[src/t3cl_cfg.svh]
`ifndef T3CL_CFG_SVH
`define T3CL_CFG_SVH

// ------------------------------------------------------------
// register addresses on the special-function bus
// ------------------------------------------------------------
`define T3CL_ADDR_CTRL 8'h91
`define T3CL_ADDR_RL_LO 8'h92
`define T3CL_ADDR_RL_HI 8'h93
`define T3CL_ADDR_CNT_LO 8'h94
`define T3CL_ADDR_CNT_HI 8'h95

// ------------------------------------------------------------
// control register field positions
// ------------------------------------------------------------
`define T3CL_BIT_HI_FLAG 7
`define T3CL_BIT_LO_FLAG 6
`define T3CL_BIT_LO_IRQ_EN 5
`define T3CL_BIT_CAP_EN 4
`define T3CL_BIT_SPLIT 3
`define T3CL_BIT_RUN 2
`define T3CL_XCLK_MSB 1
`define T3CL_XCLK_LSB 0

// ------------------------------------------------------------
// reset values
// ------------------------------------------------------------
`define T3CL_CTRL_RESET 8'h00
`define T3CL_BYTE_RESET 8'h00

// ------------------------------------------------------------
// divider terminal counts
// ------------------------------------------------------------
`define T3CL_SYS_DIV_LAST 4'hb
`define T3CL_OSC_DIV_LAST 3'h7

`endif

[src/t3cl_pkg.sv]
package t3cl_pkg;

  typedef logic [7:0] t3cl_byte_t;

  // external clock select codes, in field order 00..11
  typedef enum logic [1:0] {
    t3cl_xclk_div12_cmp,
    t3cl_xclk_osc_osc,
    t3cl_xclk_div12_osc,
    t3cl_xclk_cmp_osc
  } t3cl_xclk_t;

endpackage

[src/t3cl_sync_edge.sv]
`timescale 1ns/1ps

module t3cl_sync_edge
(
  input wire logic clk,
  input wire logic arst_n,
  input wire logic async_in,
  output logic rise
);

  logic meta_q;
  logic sync_q;
  logic prev_q;

  // ------------------------------------------------------------
  // two-stage synchroniser, edge taken after the second stage
  // ------------------------------------------------------------
  always_ff @(posedge clk or negedge arst_n)
  begin
    if (!arst_n)
    begin
      meta_q <= 1'b0;
      sync_q <= 1'b0;
      prev_q <= 1'b0;
    end
    else
    begin
      meta_q <= async_in;
      sync_q <= meta_q;
      prev_q <= sync_q;
    end
  end

  assign rise = sync_q & ~prev_q;

endmodule // t3cl_sync_edge

[src/t3cl_timer3_control.sv]
// Notes on behaviour
// - high byte wrap sets high overflow flag
// - 16-bit wrap sets high overflow flag
// - high flag requests interrupt when enabled
// - flags cleared only by software writes
// - low byte wrap always sets low flag
// - low flag interrupts when both enables set
// - capture enable bit selects capture mode
// - split select: one 16-bit or two 8-bit
// - counting needs run bit, except split low
// - split low byte counts regardless of run
// - split: shared external source, per-byte choice
// - non-system sources synchronised before use
// - select 00: system_clock/12 count, comparator trigger
// - select 01: oscillator/8 count and trigger
// - select 11: comparator count, oscillator/8 trigger
// - capture copies count to reload, sets flag
// - 16-bit wrap loads reload pair, or zero in capture mode
// - clock choice set picks system clock
`timescale 1ns/1ps
`include "t3cl_cfg.svh"

module t3cl_timer3_control
(
  input wire logic clk,
  input wire logic arst_n,
  input wire logic [7:0] sfr_addr,
  input wire logic sfr_wr,
  input wire logic sfr_rd,
  input wire logic [7:0] sfr_wdata,
  input wire logic high_byte_clock_choice,
  input wire logic low_byte_clock_choice,
  input wire logic timer_irq_enable,
  input wire logic ext_osc_in,
  input wire logic cmp1_in,
  output logic [7:0] sfr_rdata,
  output logic timer_irq
);

  // ------------------------------------------------------------
  // helpers
  // ------------------------------------------------------------
  function automatic logic at_top(input t3cl_pkg::t3cl_byte_t b);
    at_top = (b == 8'hff);
  endfunction

  function automatic logic pick_tick(input logic choice, input logic ext_tick);
    pick_tick = choice ? 1'b1 : ext_tick;
  endfunction

  // ------------------------------------------------------------
  // state
  // ------------------------------------------------------------
  logic high_overflow_flag_q;
  logic low_overflow_flag_q;
  logic low_byte_irq_enable_q;
  logic capture_mode_enable_q;
  logic split_mode_select_q;
  logic run_control_q;
  t3cl_pkg::t3cl_xclk_t ext_clock_select_q;
  t3cl_pkg::t3cl_byte_t count_low_byte_q;
  t3cl_pkg::t3cl_byte_t count_high_byte_q;
  t3cl_pkg::t3cl_byte_t reload_low_byte_q;
  t3cl_pkg::t3cl_byte_t reload_high_byte_q;
  logic [3:0] sys_div_q;
  logic [2:0] osc_div_q;
  logic [7:0] sfr_rdata_q;
  logic timer_irq_q;

  logic osc_rise;
  logic cmp_rise;
  logic div12_tick;
  logic osc8_tick;
  logic ext_tick;
  logic trig_tick;
  logic lo_tick;
  logic hi_tick;
  logic step16;
  logic wrap16;
  logic low_ovf;
  logic high_ovf;
  logic capture_evt;
  logic wr_ctrl;
  logic wr_rl_lo;
  logic wr_rl_hi;
  logic wr_cnt_lo;
  logic wr_cnt_hi;
  t3cl_pkg::t3cl_byte_t count_low_byte_d;
  t3cl_pkg::t3cl_byte_t count_high_byte_d;

  // ------------------------------------------------------------
  // source synchronisation
  // ------------------------------------------------------------
  t3cl_sync_edge u_osc_sync
  (
    .clk(clk),
    .arst_n(arst_n),
    .async_in(ext_osc_in),
    .rise(osc_rise)
  );

  t3cl_sync_edge u_cmp_sync
  (
    .clk(clk),
    .arst_n(arst_n),
    .async_in(cmp1_in),
    .rise(cmp_rise)
  );

  // ------------------------------------------------------------
  // dividers
  // ------------------------------------------------------------
  always_ff @(posedge clk or negedge arst_n)
  begin
    if (!arst_n)
      sys_div_q <= 4'h0;
    else if (div12_tick)
      sys_div_q <= 4'h0;
    else
      sys_div_q <= sys_div_q + 4'h1;
  end

  // divide after sync: oscillator must stay well below half of clk
  always_ff @(posedge clk or negedge arst_n)
  begin
    if (!arst_n)
      osc_div_q <= 3'h0;
    else if (osc_rise)
      osc_div_q <= osc_div_q + 3'h1;
  end

  assign div12_tick = (sys_div_q == `T3CL_SYS_DIV_LAST);
  assign osc8_tick = osc_rise & (osc_div_q == `T3CL_OSC_DIV_LAST);

  // ------------------------------------------------------------
  // source and trigger selection
  // ------------------------------------------------------------
  always_comb
  begin
    unique case (ext_clock_select_q)
      t3cl_pkg::t3cl_xclk_div12_cmp:
      begin
        ext_tick = div12_tick;
        trig_tick = cmp_rise;
      end
      t3cl_pkg::t3cl_xclk_osc_osc:
      begin
        ext_tick = osc8_tick;
        trig_tick = osc8_tick;
      end
      t3cl_pkg::t3cl_xclk_div12_osc:
      begin
        ext_tick = div12_tick;
        trig_tick = osc8_tick;
      end
      t3cl_pkg::t3cl_xclk_cmp_osc:
      begin
        ext_tick = cmp_rise;
        trig_tick = osc8_tick;
      end
    endcase
  end

  // one shared external source, each byte may take system clock instead
  assign lo_tick = pick_tick(low_byte_clock_choice, ext_tick);
  assign hi_tick = pick_tick(high_byte_clock_choice, ext_tick);

  // ------------------------------------------------------------
  // counting events
  // ------------------------------------------------------------
  // 16-bit mode is clocked by the low byte choice
  assign step16 = ~split_mode_select_q & run_control_q & lo_tick;
  assign wrap16 = step16 & at_top(count_low_byte_q) & at_top(count_high_byte_q);
  assign low_ovf = split_mode_select_q ? (lo_tick & at_top(count_low_byte_q))
                                      : (step16 & at_top(count_low_byte_q));
  assign high_ovf = split_mode_select_q ? (run_control_q & hi_tick & at_top(count_high_byte_q))
                                       : wrap16;
  assign capture_evt = capture_mode_enable_q & run_control_q & trig_tick;

  // ------------------------------------------------------------
  // bus decode
  // ------------------------------------------------------------
  assign wr_ctrl = sfr_wr & (sfr_addr == `T3CL_ADDR_CTRL);
  assign wr_rl_lo = sfr_wr & (sfr_addr == `T3CL_ADDR_RL_LO);
  assign wr_rl_hi = sfr_wr & (sfr_addr == `T3CL_ADDR_RL_HI);
  assign wr_cnt_lo = sfr_wr & (sfr_addr == `T3CL_ADDR_CNT_LO);
  assign wr_cnt_hi = sfr_wr & (sfr_addr == `T3CL_ADDR_CNT_HI);

  // ------------------------------------------------------------
  // next count
  // ------------------------------------------------------------
  always_comb
  begin
    count_low_byte_d = count_low_byte_q;
    count_high_byte_d = count_high_byte_q;
    if (split_mode_select_q)
    begin
      if (lo_tick)
        count_low_byte_d = at_top(count_low_byte_q) ? reload_low_byte_q : count_low_byte_q + 8'h01;
      if (run_control_q & hi_tick)
        count_high_byte_d = at_top(count_high_byte_q) ? reload_high_byte_q : count_high_byte_q + 8'h01;
    end
    else if (wrap16)
    begin
      // capture mode keeps the reload pair for captures, so the count rolls to zero
      if (capture_mode_enable_q)
      begin
        count_low_byte_d = 8'h00;
        count_high_byte_d = 8'h00;
      end
      else
      begin
        count_low_byte_d = reload_low_byte_q;
        count_high_byte_d = reload_high_byte_q;
      end
    end
    else if (step16)
    begin
      {count_high_byte_d, count_low_byte_d} = {count_high_byte_q, count_low_byte_q} + 16'h0001;
    end
    if (wr_cnt_lo)
      count_low_byte_d = sfr_wdata;
    if (wr_cnt_hi)
      count_high_byte_d = sfr_wdata;
  end

  always_ff @(posedge clk or negedge arst_n)
  begin
    if (!arst_n)
    begin
      count_low_byte_q <= `T3CL_BYTE_RESET;
      count_high_byte_q <= `T3CL_BYTE_RESET;
    end
    else
    begin
      count_low_byte_q <= count_low_byte_d;
      count_high_byte_q <= count_high_byte_d;
    end
  end

  // ------------------------------------------------------------
  // reload pair, capture wins over a same-cycle write
  // ------------------------------------------------------------
  always_ff @(posedge clk or negedge arst_n)
  begin
    if (!arst_n)
    begin
      reload_low_byte_q <= `T3CL_BYTE_RESET;
      reload_high_byte_q <= `T3CL_BYTE_RESET;
    end
    else if (capture_evt)
    begin
      reload_low_byte_q <= count_low_byte_q;
      reload_high_byte_q <= count_high_byte_q;
    end
    else
    begin
      if (wr_rl_lo)
        reload_low_byte_q <= sfr_wdata;
      if (wr_rl_hi)
        reload_high_byte_q <= sfr_wdata;
    end
  end

  // ------------------------------------------------------------
  // control bits
  // ------------------------------------------------------------
  always_ff @(posedge clk or negedge arst_n)
  begin
    if (!arst_n)
    begin
      low_byte_irq_enable_q <= 1'(`T3CL_CTRL_RESET >> `T3CL_BIT_LO_IRQ_EN);
      capture_mode_enable_q <= 1'(`T3CL_CTRL_RESET >> `T3CL_BIT_CAP_EN);
      split_mode_select_q <= 1'(`T3CL_CTRL_RESET >> `T3CL_BIT_SPLIT);
      run_control_q <= 1'(`T3CL_CTRL_RESET >> `T3CL_BIT_RUN);
      ext_clock_select_q <= t3cl_pkg::t3cl_xclk_t'(2'(`T3CL_CTRL_RESET));
    end
    else if (wr_ctrl)
    begin
      low_byte_irq_enable_q <= sfr_wdata[`T3CL_BIT_LO_IRQ_EN];
      capture_mode_enable_q <= sfr_wdata[`T3CL_BIT_CAP_EN];
      split_mode_select_q <= sfr_wdata[`T3CL_BIT_SPLIT];
      run_control_q <= sfr_wdata[`T3CL_BIT_RUN];
      ext_clock_select_q <= t3cl_pkg::t3cl_xclk_t'(sfr_wdata[`T3CL_XCLK_MSB:`T3CL_XCLK_LSB]);
    end
  end

  // ------------------------------------------------------------
  // overflow flags: hardware set beats software clear
  // ------------------------------------------------------------
  always_ff @(posedge clk or negedge arst_n)
  begin
    if (!arst_n)
    begin
      high_overflow_flag_q <= 1'(`T3CL_CTRL_RESET >> `T3CL_BIT_HI_FLAG);
      low_overflow_flag_q <= 1'(`T3CL_CTRL_RESET >> `T3CL_BIT_LO_FLAG);
    end
    else
    begin
      high_overflow_flag_q <= (wr_ctrl ? sfr_wdata[`T3CL_BIT_HI_FLAG] : high_overflow_flag_q)
                              | high_ovf | capture_evt;
      low_overflow_flag_q <= (wr_ctrl ? sfr_wdata[`T3CL_BIT_LO_FLAG] : low_overflow_flag_q)
                             | low_ovf;
    end
  end

  // ------------------------------------------------------------
  // interrupt request, a level while a flag stands
  // ------------------------------------------------------------
  always_ff @(posedge clk or negedge arst_n)
  begin
    if (!arst_n)
      timer_irq_q <= 1'b0;
    else
      timer_irq_q <= timer_irq_enable
                     & (high_overflow_flag_q
                        | (low_byte_irq_enable_q & low_overflow_flag_q));
  end

  // ------------------------------------------------------------
  // read port, registered; zero when not reading or unmapped
  // ------------------------------------------------------------
  always_ff @(posedge clk or negedge arst_n)
  begin
    if (!arst_n)
      sfr_rdata_q <= 8'h00;
    else if (!sfr_rd)
      sfr_rdata_q <= 8'h00;
    else
    begin
      unique case (sfr_addr)
        `T3CL_ADDR_CTRL: sfr_rdata_q <= {high_overflow_flag_q, low_overflow_flag_q, low_byte_irq_enable_q,
                                         capture_mode_enable_q, split_mode_select_q, run_control_q,
                                         ext_clock_select_q};
        `T3CL_ADDR_RL_LO: sfr_rdata_q <= reload_low_byte_q;
        `T3CL_ADDR_RL_HI: sfr_rdata_q <= reload_high_byte_q;
        `T3CL_ADDR_CNT_LO: sfr_rdata_q <= count_low_byte_q;
        `T3CL_ADDR_CNT_HI: sfr_rdata_q <= count_high_byte_q;
        default: sfr_rdata_q <= 8'h00;
      endcase
    end
  end

  assign sfr_rdata = sfr_rdata_q;
  assign timer_irq = timer_irq_q;

endmodule // t3cl_timer3_control

[config.mk]
export PLATFORM = sky130hd
export DESIGN_NAME = t3cl_timer3_control
export DESIGN_NICKNAME = d
export VERILOG_FILES = /design/src/t3cl_pkg.sv /design/src/t3cl_sync_edge.sv /design/src/t3cl_timer3_control.sv
export VERILOG_INCLUDE_DIRS = /design/src
export SDC_FILE = /design/constraint.sdc
export NUM_CORES = 1
export LEC_CHECK = 0
export ABC_AREA = 1
export CAP_MARGIN = 40
export CORE_MARGIN = 5
export CORE_UTILIZATION = 40
export DETAILED_ROUTE_END_ITERATION = 8
export DONT_BUFFER_PORTS = 1
export MAX_ROUTING_LAYER = met4
export SLEW_MARGIN = 20
export SYNTH_ARGS = -nofsm -noshare
export SYNTH_HDL_FRONTEND = slang
export SYNTH_HIERARCHICAL = 1
export SYNTH_SLANG_ARGS = --single-unit
[constraint.sdc]
create_clock -name clk -period 4.5 [get_ports clk]
set_input_delay 0.225 -clock clk [delete_from_list [all_inputs] [get_ports clk]]
set_output_delay 0.225 -clock clk [all_outputs]
set_load 0.01 [all_outputs]
==> results by group <==
Placed design
  – Routability cong.: 0.954
  – Port buffer count: 0
  – Hpwl dp: 9390 µm

Run status
  – Status: complete, no violations

Timing
  – Final TNS setup: 0 ns
  – Slew @ Worst Pin: 0.812 ns
  – Final Hold Fails: 0
  – Layout Skew: 0.0114 ns
  – Tcrit/Tclk final: 55.9%
  – Tmin final: 2.52 ns
  – RSZ-0062 raised after global routing: false
  – Setup violators final: 0
  – Relative slew slack: 45.8%
  – Max frequency: 0.397 GHz
  – Final slew viol count: 0

Global route
  – Vias in the first global route: 3823
  – GRT Overall Usage: 22.2%
  – Grt met3 use: 4.60%
  – Congestion Overflow GR: 0
  – GRT met1 Usage: 30.1%
  – Top Usage Layer GRT: met2
  – Initial antenna violation count: 0
  – Routing usage on met2: 33.2%
  – First-pass GRT wire length: 21100 µm
  – Largest net degree at the start of global routing: 63

Setup path
  – Worst Setup End Kind: register
  – WP data required: 4.79 ns
  – Top cell by count, worst path: nand2_1
  – Max incr delay on CP: 0.50 ns
  – CP Launch Type: register
  – CP max FO: 18
  – Critical path type: reg2reg
  – Critical path's slowest cell: dfrtp_1
  – CP bufs+invs: 0
  – CP arrival: 2.81 ns
  – CP Cell Sequence: ha_1 -> nand3_2 -> nor2_4 -> nand4_4 -> nor2_2 -> nand2_1 -> nand3_1 -> nand2_1 -> nand2_1
  – Top cell family by delay on the critical path: simple AND/OR/NAND/NOR gates

Detailed routing
  – Iter 0 DRT Violations: 282
  – # DRC: 0
  – TritonRoute pass-1 iters: 5
  – DRT Wirelength: 13000 µm
  – Post-route ant nets: 0
  – Drt via density: 5.44
  – DR WL/cell: 18.4 µm
  – Via count: 3854

Clocking
  – Max clock buf depth: 2
  – CTS Buf Count: 9
  – TritonCTS clock tree: built
  – CTS Root Cell: clkbuf_8
  – CTS clk-pin slew, worst paths: 0.08 ns
  – Sink Count: 62
  – CTS resizes: 0
  – Worst skew pair latency: 0.35 ns
  – H-tree level count: 3

Synthesis
  – YS warnings: 6
  – Seq/Total Area, Yosys: 38.5%
  – #FFs+latches synth: 62
  – Synth Area per Inst: 7.09 µm²
  – Cells after Synth: 569
  – Distinct cell type count after synthesis: 36
  – Mapped Nets: 599
  – Synthesized cell area: 4030 µm²

Floorplan
  – Die height: 110 µm
  – Total die area: 12200 µm²
  – I/O Pins: 34
  – Core area: 9820 µm²
  – Die extent in x: 110 µm
  – Std cell rows: 36
  – Initial Util: 41.1%

Power and ir drop
  – Pint: 0.00111 W
  – P_sw: 0.000588 W
  – Combinational fraction of design power: 21.2%
  – Switching Share: 34.6%
  – Worst IR Drop VDD: 0.000196 V
  – Seq pwr share: 44.4%
  – P_leak: 2.11 nW
  – Clk pwr share: 34.3%
  – Power per cell area: 386 nW/µm²

Cells and area
  – # diodes: 0
  – Fill cells: 1056
  – Nets: 601
  – Util after Layout: 44.8%
  – Share of cells above drive strength 1: 8.52%
  – Synth-to-Final Area Change: 9.15%

Flow run
  – Max Cap Violations: 0

Hold path
  – Worst min path class: in2reg
-- worst register-to-register path: cells and delay by family (launching register included) --
kind,cells,cell delay (ns)
adders and majority gates,1,0.31
and+or+nand+nor,8,1.66
DFF,1,0.50
-- power groups by stage --
stage	sequential [W]	combinational (W)	clock (W)
after global placement	0.000761	0.000337	0
after detailed placement	0.000764	0.000340	0
final	0.000756	0.000361	0.000584
after CTS	0.000752	0.000361	0.000587
after global routing	0.000767	0.000419	0.000616
after floorplan	0.000706	0.000288	0
-- final timing paths --
check	cells after the start	slack, ns	endpoint	from
worst max register to register	9	1.98	count_high_byte_q[1]	count_high_byte_q[0]
worst min-delay path	2	0.03	count_high_byte_q[0]	sfr_wdata[0]
worst min register to register	0	0.35	u_cmp_sync/sync_q	u_cmp_sync/meta_q
min in group asynchronous	2	0.40	sfr_rdata[0]	arst_n
worst max-delay path	9	1.98	count_high_byte_q[1]	count_high_byte_q[0]
max in group asynchronous	2	3.81	reload_low_byte_q[4]	arst_n
-- metrics by stage --
step / area (µm²) / setup WS [ns] / hold WS, ns / power [W] / std cells
floorplan: 4030 / 2.73 / -0.0706 / 0.000994 / 569
global placement: 4110 / 2.04 / -0.0685 / 0.00110 / 688
detailed placement: 4110 / 2.03 / -0.0684 / 0.00110 / 688
CTS: 4400 / 2.00 / 0.0185 / 0.00170 / 708
global route: 4400 / 1.83 / 0.0303 / 0.00180 / 708
finish: 4400 / 1.98 / 0.0276 / 0.00170 / 708
-- cell families (layout without fill, tap and decap cells) --
family          Yosys count  after routing  synth area share (%)
simple gates            305            305                  33.4
compound gates           93             93                  13.6
buf+inv                  86             92                  8.93
flops                    62             62                  38.5
xor+xnor                 15             15                  3.26
fa+ha+maj                 5              5                  1.55
mux                       3              3                 0.837
-- Yosys cell counts --
library cell / instances / share of area [%]
dfrtp_1: 62 / 38
inv_4: 1 / 0.16
a21oi_2: 1 / 0.22
nand3_2: 3 / 0.74
nor2_2: 7 / 1.1
nor3_2: 2 / 0.50
buf_6: 3 / 0.84
xor2_1: 13 / 2.8
nand3_1: 35 / 4.3
inv_1: 64 / 6.0
o211ai_1: 17 / 3.2
nand4_1: 12 / 1.9
clkinv_1: 1 / 0.093
o22ai_1: 10 / 1.6
nor2_4: 3 / 0.84
ha_1: 5 / 1.6
nand2_2: 5 / 0.78
a21oi_1: 35 / 4.3
nor3_1: 6 / 0.74
o221ai_1: 1 / 0.22
o21ai_1: 3 / 0.37
a22oi_1: 7 / 1.3
nand3b_1: 1 / 0.19
mux2_2: 3 / 0.84
nand2_4: 1 / 0.28
clkbuf_1: 3 / 0.28
nand4_2: 1 / 0.31
buf_4: 1 / 0.19
inv_2: 6 / 0.56
nor2_1: 46 / 4.3
xnor2_1: 2 / 0.43
nand2_1: 182 / 17
buf_2: 7 / 0.87
o21ai_0: 18 / 2.2
a31oi_1: 1 / 0.16
nand4_4: 1 / 0.53
-- registers in the layout, summed over array words and instances, names as in the netlist, 2 cells and up --
signal / cells
sys_div_q: 4
ext_clock_select_q: 2
count_low_byte_q: 8
sfr_rdata: 8
reload_low_byte_q: 8
osc_div_q: 3
reload_high_byte_q: 8
count_high_byte_q: 8
-- what timing repair did --
item                                    in CTS  in global routing
endpoints found under the setup margin       0                  0
buffers inserted                             0                  0
endpoints found under the hold margin       65                  0
hold buffers                                 5                  0
-- routing by layer --
metal | routed length [µm] | vias to the layer above
li1 | - | 1857
met1 | 5980 | 1821
met2 | 6010 | 152
met3 | 746 | 24
met4 | 293 | 0
met5 | 0 | -
-- layout make-up --
| class | count | area (µm²) | share of cell area [%] |
|---|---|---|---|
| tap | 133 | 166 | 3.78 |
| inverter | 72 | 273 | 6.19 |
| timing repair buffer | 5 | 67.6 | 1.53 |
| clock buffer | 12 | 155 | 3.52 |
| clock inverter | 3 | 67.6 | 1.53 |
| sequential | 62 | 1550 | 35.2 |
| multi-input combinational | 421 | 2120 | 48.2 |
-- cells in the final DEF (no fill, tap or decap), types with 2 or more instances in the layout --
master,count
o21ai_0,18
nor2_1,46
xnor2_1,2
ha_1,5
nand2_2,5
nand3_1,35
nand2_1,182
mux2_2,3
nor3_2,2
nand4_1,12
xor2_1,13
nor3_1,6
a22oi_1,7
o211ai_1,17
nor2_2,7
bufinv_16,2
o22ai_1,10
dlygate4sd3_1,4
nand3_2,3
clkbuf_8,11
inv_1,64
o21ai_1,3
inv_2,6
dfrtp_1,62
a21oi_1,35
nor2_4,3
No activity file was read; power rests on OpenSTA's default activity.
